$ cat src/shared/kwu_pkg.sv
// Constants and types of the key wake unit
package kwu_pkg;

  // ****************************************
  // Clock and warm-up timing
  // ****************************************
  localparam int unsigned CLK_PERIOD_PS  = 4000;
  localparam int unsigned WARMUP_TIME_NS = 1000;
  localparam int unsigned WARMUP_CYCLES  =
    (WARMUP_TIME_NS * 1000 + CLK_PERIOD_PS - 1) / CLK_PERIOD_PS;

  // ****************************************
  // Register indices, byte address is four times the index
  // ****************************************
  localparam logic [7:0] KEY_WAKE_ENABLE_IDX = 8'h31;
  localparam logic [7:0] SYSTEM_CONTROL_1_IDX = 8'h32;
  localparam logic [7:0] WAKE_STATUS_IDX      = 8'h33;

  // ****************************************
  // Field positions and reset values
  // ****************************************
  localparam int unsigned KEY_EN_LSB   = 4;
  localparam int unsigned SC_STOP_BIT  = 0;
  localparam int unsigned SC_RELM_BIT  = 1;
  localparam logic [3:0]  KEY_EN_RESET = 4'h0;
  localparam logic        RELM_RESET   = 1'b1;
  // Pin filter idle levels: keys high, primary low
  localparam logic [4:0]  PIN_IDLE     = 5'h1e;

  // ****************************************
  // Bus responses and power states
  // ****************************************
  localparam logic [1:0] RESP_OKAY   = 2'h0;
  localparam logic [1:0] RESP_SLVERR = 2'h2;

  typedef enum logic [1:0] {
    ST_RUN  = 2'b00,
    ST_STOP = 2'b01,
    ST_WARM = 2'b10
  } pm_state_t;

endpackage : kwu_pkg

$ cat src/design/wake_pin_sync.sv
// Three-stage pin synchroniser with agreement filter
`timescale 1ns/1ps
`default_nettype none

module wake_pin_sync #(
  parameter int unsigned    WIDTH     = 5,
  parameter logic [WIDTH-1:0] RST_VAL = '0
) (
  input  wire logic             aclk,
  input  wire logic             aresetn,
  input  wire logic [WIDTH-1:0] pin,
  output logic      [WIDTH-1:0] level
);

  logic [WIDTH-1:0] s1_r;
  logic [WIDTH-1:0] s2_r;
  logic [WIDTH-1:0] s3_r;
  logic [WIDTH-1:0] level_r;

  if (WIDTH < 1) begin : g_bad_width
    $error("wake_pin_sync needs WIDTH of at least 1");
  end

  always_ff @(posedge aclk) begin
    if (!aresetn) begin
      s1_r <= RST_VAL;
      s2_r <= RST_VAL;
      s3_r <= RST_VAL;
    end else begin
      s1_r <= pin;
      s2_r <= s1_r;
      s3_r <= s2_r;
    end
  end

  // Level moves only where stages two and three agree
  always_ff @(posedge aclk) begin
    if (!aresetn) begin
      level_r <= RST_VAL;
    end else begin
      level_r <= (s2_r & s3_r) | (level_r & (s2_r | s3_r));
    end
  end

  assign level = level_r;

endmodule : wake_pin_sync

`default_nettype wire

$ cat src/design/key_wake_unit.sv
// Key wake unit: deep standby entry, release and warm-up
//
// Behaviour
// - Primary wake pin plus four key wake pins can release deep standby.
// - Enable register bits 7..4 enable key pins 5..2; one enables.
// - Enables reset to zero; low bits undefined; register is write-only.
// - Standby entered by control write; enabled key low releases it.
// - Level mode: primary high or key low; edge mode: primary rise.
// - Wake condition present at entry skips standby, starts warm-up.
// - Primary pin has no enable and always releases standby.
//
// Design decision made here: the AXI4-Lite slave port.
`timescale 1ns/1ps
`default_nettype none

module key_wake_unit
  import kwu_pkg::*;
#(
  parameter int unsigned ADDR_W        = 12,
  parameter int unsigned WARMUP_CYC_P  = WARMUP_CYCLES
) (
  input  wire logic              aclk,
  input  wire logic              aresetn,
  input  wire logic [ADDR_W-1:0] awaddr,
  input  wire logic [2:0]        awprot,
  input  wire logic              awvalid,
  output logic                   awready,
  input  wire logic [31:0]       wdata,
  input  wire logic [3:0]        wstrb,
  input  wire logic              wvalid,
  output logic                   wready,
  output logic [1:0]             bresp,
  output logic                   bvalid,
  input  wire logic              bready,
  input  wire logic [ADDR_W-1:0] araddr,
  input  wire logic [2:0]        arprot,
  input  wire logic              arvalid,
  output logic                   arready,
  output logic [31:0]            rdata,
  output logic [1:0]             rresp,
  output logic                   rvalid,
  input  wire logic              rready,
  input  wire logic              wake_primary_pin,
  input  wire logic [3:0]        key_wake_pin,
  output logic                   wake_request_async,
  output logic                   osc_stopped,
  output logic                   warmup_active
);

  if (ADDR_W < 10 || WARMUP_CYC_P < 1 || WARMUP_CYC_P > 65535) begin : g_chk
    $error("key_wake_unit: ADDR_W or WARMUP_CYC_P out of range");
  end

  localparam logic [15:0] WARM_LAST = 16'(WARMUP_CYC_P - 1);

  // ****************************************
  // Register bus slave
  // ****************************************
  logic              aw_hold_r;
  logic              w_hold_r;
  logic [ADDR_W-1:0] waddr_r;
  logic [31:0]       wdata_r;
  logic [3:0]        wstrb_r;
  logic              bvalid_r;
  logic [1:0]        bresp_r;
  logic              rvalid_r;
  logic [1:0]        rresp_r;
  logic [31:0]       rdata_r;
  logic              do_write;
  logic [7:0]        widx;
  logic [7:0]        ridx;
  logic              wr_key_en;
  logic              wr_sysctl;
  logic              stop_req;

  assign awready  = !aw_hold_r && !bvalid_r;
  assign wready   = !w_hold_r && !bvalid_r;
  assign arready  = !rvalid_r;
  assign do_write = aw_hold_r && w_hold_r;
  assign widx     = waddr_r[9:2];
  assign ridx     = araddr[9:2];
  assign wr_key_en = do_write && widx == KEY_WAKE_ENABLE_IDX && wstrb_r[0];
  assign wr_sysctl = do_write && widx == SYSTEM_CONTROL_1_IDX && wstrb_r[0];
  assign stop_req  = wr_sysctl && wdata_r[SC_STOP_BIT];

  always_ff @(posedge aclk) begin
    if (!aresetn) begin
      aw_hold_r <= 1'b0;
      w_hold_r  <= 1'b0;
      waddr_r   <= '0;
      wdata_r   <= 32'h0;
      wstrb_r   <= 4'h0;
    end else begin
      if (awvalid && awready) begin
        aw_hold_r <= 1'b1;
        waddr_r   <= awaddr;
      end else if (do_write) begin
        aw_hold_r <= 1'b0;
      end
      if (wvalid && wready) begin
        w_hold_r <= 1'b1;
        wdata_r  <= wdata;
        wstrb_r  <= wstrb;
      end else if (do_write) begin
        w_hold_r <= 1'b0;
      end
    end
  end

  always_ff @(posedge aclk) begin
    if (!aresetn) begin
      bvalid_r <= 1'b0;
      bresp_r  <= RESP_OKAY;
    end else if (do_write) begin
      bvalid_r <= 1'b1;
      bresp_r  <= (widx == KEY_WAKE_ENABLE_IDX ||
                   widx == SYSTEM_CONTROL_1_IDX) ? RESP_OKAY : RESP_SLVERR;
    end else if (bready) begin
      bvalid_r <= 1'b0;
    end
  end

  assign bvalid = bvalid_r;
  assign bresp  = bresp_r;

  // ****************************************
  // Control registers
  // ****************************************
  logic [3:0] key_en_r;
  logic       relm_r;

  always_ff @(posedge aclk) begin
    if (!aresetn) begin
      key_en_r <= KEY_EN_RESET;
    end else if (wr_key_en) begin
      key_en_r <= wdata_r[KEY_EN_LSB +: 4];
    end
  end

  always_ff @(posedge aclk) begin
    if (!aresetn) begin
      relm_r <= RELM_RESET;
    end else if (wr_sysctl) begin
      relm_r <= wdata_r[SC_RELM_BIT];
    end
  end

  // ****************************************
  // Wake detection
  // ****************************************
  logic [4:0] pin_lvl;
  logic       prim_prev_r;
  logic       prim_lvl;
  logic [3:0] key_low;
  logic       prim_rise;
  logic       abort_cond;
  logic       level_rel;
  logic       release_cond;

  wake_pin_sync #(
    .WIDTH   (5),
    .RST_VAL (PIN_IDLE)
  ) u_sync (
    .aclk    (aclk),
    .aresetn (aresetn),
    .pin     ({key_wake_pin, wake_primary_pin}),
    .level   (pin_lvl)
  );

  assign prim_lvl  = pin_lvl[0];
  assign key_low   = ~pin_lvl[4:1] & key_en_r;
  assign prim_rise = prim_lvl && !prim_prev_r;
  // Entry check looks at every enabled key whatever the mode
  assign abort_cond = prim_lvl || (|key_low);
  assign level_rel  = prim_lvl || (relm_r && (|key_low));
  assign release_cond = relm_r ? level_rel : prim_rise;

  always_ff @(posedge aclk) begin
    if (!aresetn) begin
      prim_prev_r <= 1'b0;
    end else begin
      prim_prev_r <= prim_lvl;
    end
  end

  // Raw request for oscillator restart, needs no clock
  assign wake_request_async = wake_primary_pin ||
    (relm_r && (|(~key_wake_pin & key_en_r)));

  // ****************************************
  // Standby state machine and warm-up counter
  // ****************************************
  pm_state_t   state_r;
  logic [15:0] warm_cnt_r;

  always_ff @(posedge aclk) begin
    if (!aresetn) begin
      state_r <= ST_RUN;
    end else begin
      case (state_r)
        ST_RUN: begin
          if (stop_req) begin
            state_r <= abort_cond ? ST_WARM : ST_STOP;
          end
        end
        ST_STOP: begin
          if (release_cond) begin
            state_r <= ST_WARM;
          end
        end
        ST_WARM: begin
          if (warm_cnt_r == WARM_LAST) begin
            state_r <= ST_RUN;
          end
        end
        default: state_r <= ST_RUN;
      endcase
    end
  end

  always_ff @(posedge aclk) begin
    if (!aresetn) begin
      warm_cnt_r <= 16'h0;
    end else if (state_r == ST_WARM) begin
      warm_cnt_r <= warm_cnt_r + 16'h1;
    end else begin
      warm_cnt_r <= 16'h0;
    end
  end

  assign osc_stopped   = state_r == ST_STOP;
  assign warmup_active = state_r == ST_WARM;

  // ****************************************
  // Read path; enable register reads as zero
  // ****************************************
  always_ff @(posedge aclk) begin
    if (!aresetn) begin
      rvalid_r <= 1'b0;
      rresp_r  <= RESP_OKAY;
      rdata_r  <= 32'h0;
    end else if (arvalid && arready) begin
      rvalid_r <= 1'b1;
      rresp_r  <= RESP_OKAY;
      rdata_r  <= 32'h0;
      case (ridx)
        KEY_WAKE_ENABLE_IDX: rdata_r <= 32'h0;
        SYSTEM_CONTROL_1_IDX: rdata_r[SC_RELM_BIT] <= relm_r;
        WAKE_STATUS_IDX: rdata_r[7:0] <= {key_low, pin_lvl[0],
                                          1'b0, state_r};
        default: rresp_r <= RESP_SLVERR;
      endcase
    end else if (rready) begin
      rvalid_r <= 1'b0;
    end
  end

  assign rvalid = rvalid_r;
  assign rresp  = rresp_r;
  assign rdata  = rdata_r;
endmodule : key_wake_unit

`default_nettype wire

$ cat config.mk
export PLATFORM = sky130hd
export DESIGN_NAME = key_wake_unit
export DESIGN_NICKNAME = d
export VERILOG_FILES = /design/src/shared/kwu_pkg.sv /design/src/design/wake_pin_sync.sv /design/src/design/key_wake_unit.sv
export SDC_FILE = /design/constraint.sdc
export NUM_CORES = 1
export LEC_CHECK = 0
export ABC_CLOCK_PERIOD_IN_PS = 3100
export BUFFER_PORTS_ARGS = -buffer_cell sky130_fd_sc_hd__buf_2
export CAP_MARGIN = 0
export CORE_MARGIN = 5
export CORE_UTILIZATION = 45
export CTS_BUF_LIST = sky130_fd_sc_hd__clkbuf_4 sky130_fd_sc_hd__clkbuf_8 sky130_fd_sc_hd__clkbuf_16
export DETAILED_ROUTE_END_ITERATION = 6
export GPL_TIMING_DRIVEN = 1
export PLACE_DENSITY_LB_ADDON = 0.3
export SYNTH_ARGS = -nofsm -noshare
export SYNTH_HDL_FRONTEND = slang
export SYNTH_HIERARCHICAL = 1
export SYNTH_SLANG_ARGS = --single-unit
$ cat constraint.sdc
create_clock -name aclk -period 3.1 [get_ports aclk]
set_input_delay 0.465 -clock aclk [delete_from_list [all_inputs] [get_ports aclk]]
set_output_delay 0.465 -clock aclk [all_outputs]
set_load 0.02 [all_outputs]
# == Yosys cells after proc, flatten, opt, wreduce, memory -nomap -nowiden ==
# Index checks and enable logic that the tools add are counted.
# word_totals
register_bits,79
latchBits,0
ram_bits,0
rom_bits,0
in_bits,78
out_inout_bits,44
wordCells,90
mem_count,0
# classes
n_addsub,1
multipliers,0
n_div,0
n_lt_le_gt_ge,0
n_eq_ne,11
shifts,0
mux,18
n_bitwise,8
reduce_logical,33
# op_table
cell,n
"== test 8 x 6 -> 1 bit, second input constant",5
"adder 16 x 1 -> 16 bit, second input constant",1
"== test 16 x 8 -> 1 bit, second input constant",1
logical AND 1 bit,14
2-to-1 mux 2 bit,6
bitwise AND 5 bit,2
OR 5 bit,2
2-to-1 mux 1 bit,9
bitwise AND 4 bit,2
NOT 4 bit,2
nonzero test 2 bit,4
OR reduction 4 bit,2
2-to-1 mux 6 bit,1
case mux 2 bit (3 select lines),1
zero test 1 bit,5
logical OR 1 bit,4
"!= test 2 x 1 -> 1 bit, second input constant",2
AND reduction 3 bit,1
OR reduction 3 bit,1
"== test 2 x 1 -> 1 bit, second input constant",1
"== test 2 bit, second input constant",1
zero test 2 bit,1
"!= test 2 bit, second input constant",1
case mux 1 bit (2 select lines),1
AND reduction 2 bit,1

# == Depth between registers and ports, before layout ==
# depth
word_depth,8
ltp_mapped,6
depth_no_buf,6

# == By module ==
# The synthesis kept the hierarchy.
# modules_own_cells
mod,n_inst,cells_each,area_per_inst_um2
key_wake_unit,1,281,2468.6
wake_pin_sync,1,52,585.6

# == Worst setup path before layout ==
# No wires, ideal clock.
# synth_path
kind,register to register
from,register waddr_r[8]
to,register key_en_r[0]
setup_ps,116
t_arrival_ps,1659
path_slack_ps,1325
path_stages_with_launch,6
path_buffers,1
synth_period_minus_slack_ps,1775
cell_sequence,dfxtp_1 -> or4b_4 -> or4_4 -> buf_6 -> mux2i_1 -> nor2b_1
# synth_via
elab_chain_cells,3
# synth_lines
element,line_no,source
start: declaration,key_wake_unit.sv:61,logic [ADDR_W-1:0] waddr_r;
start signal: assignment,key_wake_unit.sv:96,waddr_r <= awaddr;
== test 8 x 6 -> 1 bit,key_wake_unit.sv:82,assign wr_key_en = do_write && widx == KEY_WAKE_ENABLE_IDX && wstrb_r[0];
logical AND 1 bit (2 in series),key_wake_unit.sv:82,
end signal: assignment,key_wake_unit.sv:136,key_en_r <= wdata_r[KEY_EN_LSB +: 4];
end: declaration,key_wake_unit.sv:129,logic [3:0] key_en_r;
# Every way passes these cells.
# A chain may end at the register's enable or synchronous reset.

# == Worst setup path after layout ==
# layout_path
from,register waddr_r[8]
to,register state_r[1]
# layout_via
elab_chain_cells,6
# layout_lines
element,line_no,source
== test 8 x 6 -> 1 bit,key_wake_unit.sv:83,assign wr_sysctl = do_write && widx == SYSTEM_CONTROL_1_IDX && wstrb_r[0];
logical AND 1 bit (2 in series),key_wake_unit.sv:83,
logical AND 1 bit,key_wake_unit.sv:84,assign stop_req = wr_sysctl && wdata_r[SC_STOP_BIT];
!= test 2 bit (no line),n/a,
AND reduction 3 bit (no line),n/a,
end signal: assignment,key_wake_unit.sv:203,state_r <= abort_cond ? ST_WARM : ST_STOP;
end: declaration,key_wake_unit.sv:193,pm_state_t state_r;
# Every way passes these cells.

==> results.cfg <==
[status]
status = finished, final reports clean

[clocking]
insertion_delay_ps = 340
cts_buffers = 9
cts.sinks = 72
cts-hold-fix-buffers = 0
cts-htree-levels = 3
postCtsSetupBuffers = 0
cts.clk_slew.worst_paths_ps = 80
cts_resized = 0
cts_tree = done
clk_path_buf_depth = 2
cts_root_buf = clkbuf_8

[setup_path]
cp.required_ps = 3380
crit_path_start_kind = flop
worst-path-buf-inv = 0
critical_path_depth = 4
crit_family = simple AND/OR/NAND/NOR gates
r2r_cells = 4
critPathCaptureType = flop
cpPeakStageDelay_ps = 570
cp_slowest_cell = or4b_4
path_max_fanout = 4
cp.arrival_ps = 2120
crit_type = flop to flop
crit_path_cell_trace = or4b_4 -> or4_1 -> a22oi_1 -> o2111a_1

[yosys]
synth_cell_types = 44
syn_inst = 333
ys_warn_count = 6
yosys.area.top_type = dfxtp_1
ys.flop_type = dfxtp_1
syn_area_um2 = 3050
synth.area.top_cells = dfxtp_1 (47%), buf_4 (6.6%), mux2i_1 (3.9%)
synth_top_area_frac = 0.472
avgSynthCellArea_um2 = 9.17
ys_seq_elements = 72
yosysMostFrequentCell = dfxtp_1
synth_edf_count = 0
seq_area_frac_synth = 0.472
ys_async_sr_fraction = 0
synth_common_cells = dfxtp_1 (72), nand2_1 (29), buf_4 (27), nor2_1 (24)

[global_routing]
grt_pass1_vias = 2123
antenna_found_initial = 0
grt-ovfl-total = 0
grt_use_total = 0.139
grt_pass1_wl_mm = 9.60
grt_max_degree = 41

[floorplan]
core_um2 = 6680
die_area_um2 = 8530
ios = 122
std_cell_rows = 30
start_util = 0.457
die_w_um = 92.4
die_h_um = 92.4

[pwr]
p_total_mw = 1.95
ir_drop_mv = 0.218
leakage_nw = 1.42
p_per_area_nw_per_um2 = 559

[drt]
vias_per_cell = 4.80
wl_mm = 5.70
via_count = 2250
post_drt_wl_per_cell_um = 12.2
drcViolationCount = 0
ant_nets = 0
drtPass1Iterations = 4
drt_first_iter_violations = 102

[final_layout]
fillers = 650
area_delta_synth_final_pct = 14.0
fin_area_um2 = 3480
seqCellArea_um2 = 1440
n_antenna_cell = 0
multi_input_area_um2 = 1420
fin_nets = 464
drive_above_1_share = 0.190

[job]
cap_violations = 0

[timing]
report.final.slew_viol_count = 0
fmax_mhz = 544
setup_violations = 0
finalCriticalPeriod_ps = 1840
worst_slew_pin_slew_ps = 783
slew_headroom = 0.474
rsz0062_at_grt = false
fin_tns_setup_ps = 0
post-route-period-util = 0.593
fin_skew_ps = 10.6
hold_violations = 0

[placement]
dp_hpwl_mm = 4.12
routabilityCongestion = 0.734
place_area_um2 = 3250
port_buffers = 51

[worst_hold_path]
hold_class = input pin to flop
holdPathStages = 2
-- path summary, 6_finish.rpt --
path / start / end / slack [ps]
setup reg to reg: waddr_r[8] / state_r[1] / 1260
setup / recovery: waddr_r[8] / state_r[1] / 1260
hold / removal: key_wake_pin[0] / u_sync/s1_r[1] / 320
hold reg to reg: u_sync/s1_r[3] / u_sync/s2_r[3] / 420
-- cell families (layout without fill, tap and decap cells) --
group	count (synthesis)	count (layout)	synth area share
flops	72	72	0.472
xor+xnor	11	11	0.0315
fa+ha+maj	2	2	0.00819
simple gates	140	140	0.245
compound gates	49	49	0.108
other cells	1	27	0.00123
mux	12	12	0.0393
buf+inv	46	76	0.0950
-- power breakdown --
group / internal, mW / switching [mW] / leakage (nW)
clock network: 0.479 / 0.354 / 0.113
registers: 0.952 / 0.0170 / 0.587
logic: 0.0551 / 0.0907 / 0.724
-- layout make-up --
class / count / share of cell area
multi-input cells: 241 / 0.408
clock inverters: 6 / 0.0259
repair buffers: 52 / 0.0755
inverters: 8 / 0.00862
well taps: 80 / 0.0287
clock buffers: 10 / 0.0395
flip-flops and latches: 72 / 0.414
-- registers in the layout (all words and copies together), names as in the netlist, 2 cells and up --
name and cells:
rdata 7, u_sync/s3_r 5, u_sync/level 5, u_sync/s2_r 5
key_en_r 4, wdata_r 6, warm_cnt_r 16, waddr_r 8
state_r 2, u_sync/s1_r 5
-- routing by layer --
layer	up-vias	routed length, um	GRT usage
li1	1178	-	-
met1	1006	2800	0.185
met2	62	2400	0.200
met3	4	440	0.0487
met4	0	51	0.0631
met5	-	0	0
-- placed cells by master (no fill, tap or decap), types with 10 or more instances in the layout --
master and instances:
o21ai_0 10, buf_2 51, clkbuf_8 10, nor2_1 24
conb_1 27, mux2i_1 12, nor2b_1 19, nand2b_1 19
nand2_1 29, a21oi_1 11, dfxtp_1 72
-- through the flow --
step	setup WS, ps	hold WS, ps	util	cells
after floorplan	1320	386	-	359
after global placement	1300	388	0.487	453
after detailed placement	1280	397	0.487	453
after CTS	1250	305	0.521	469
after global routing	1180	300	0.521	469
final	1260	318	0.521	469
Power figures use the tool's default switching activity.
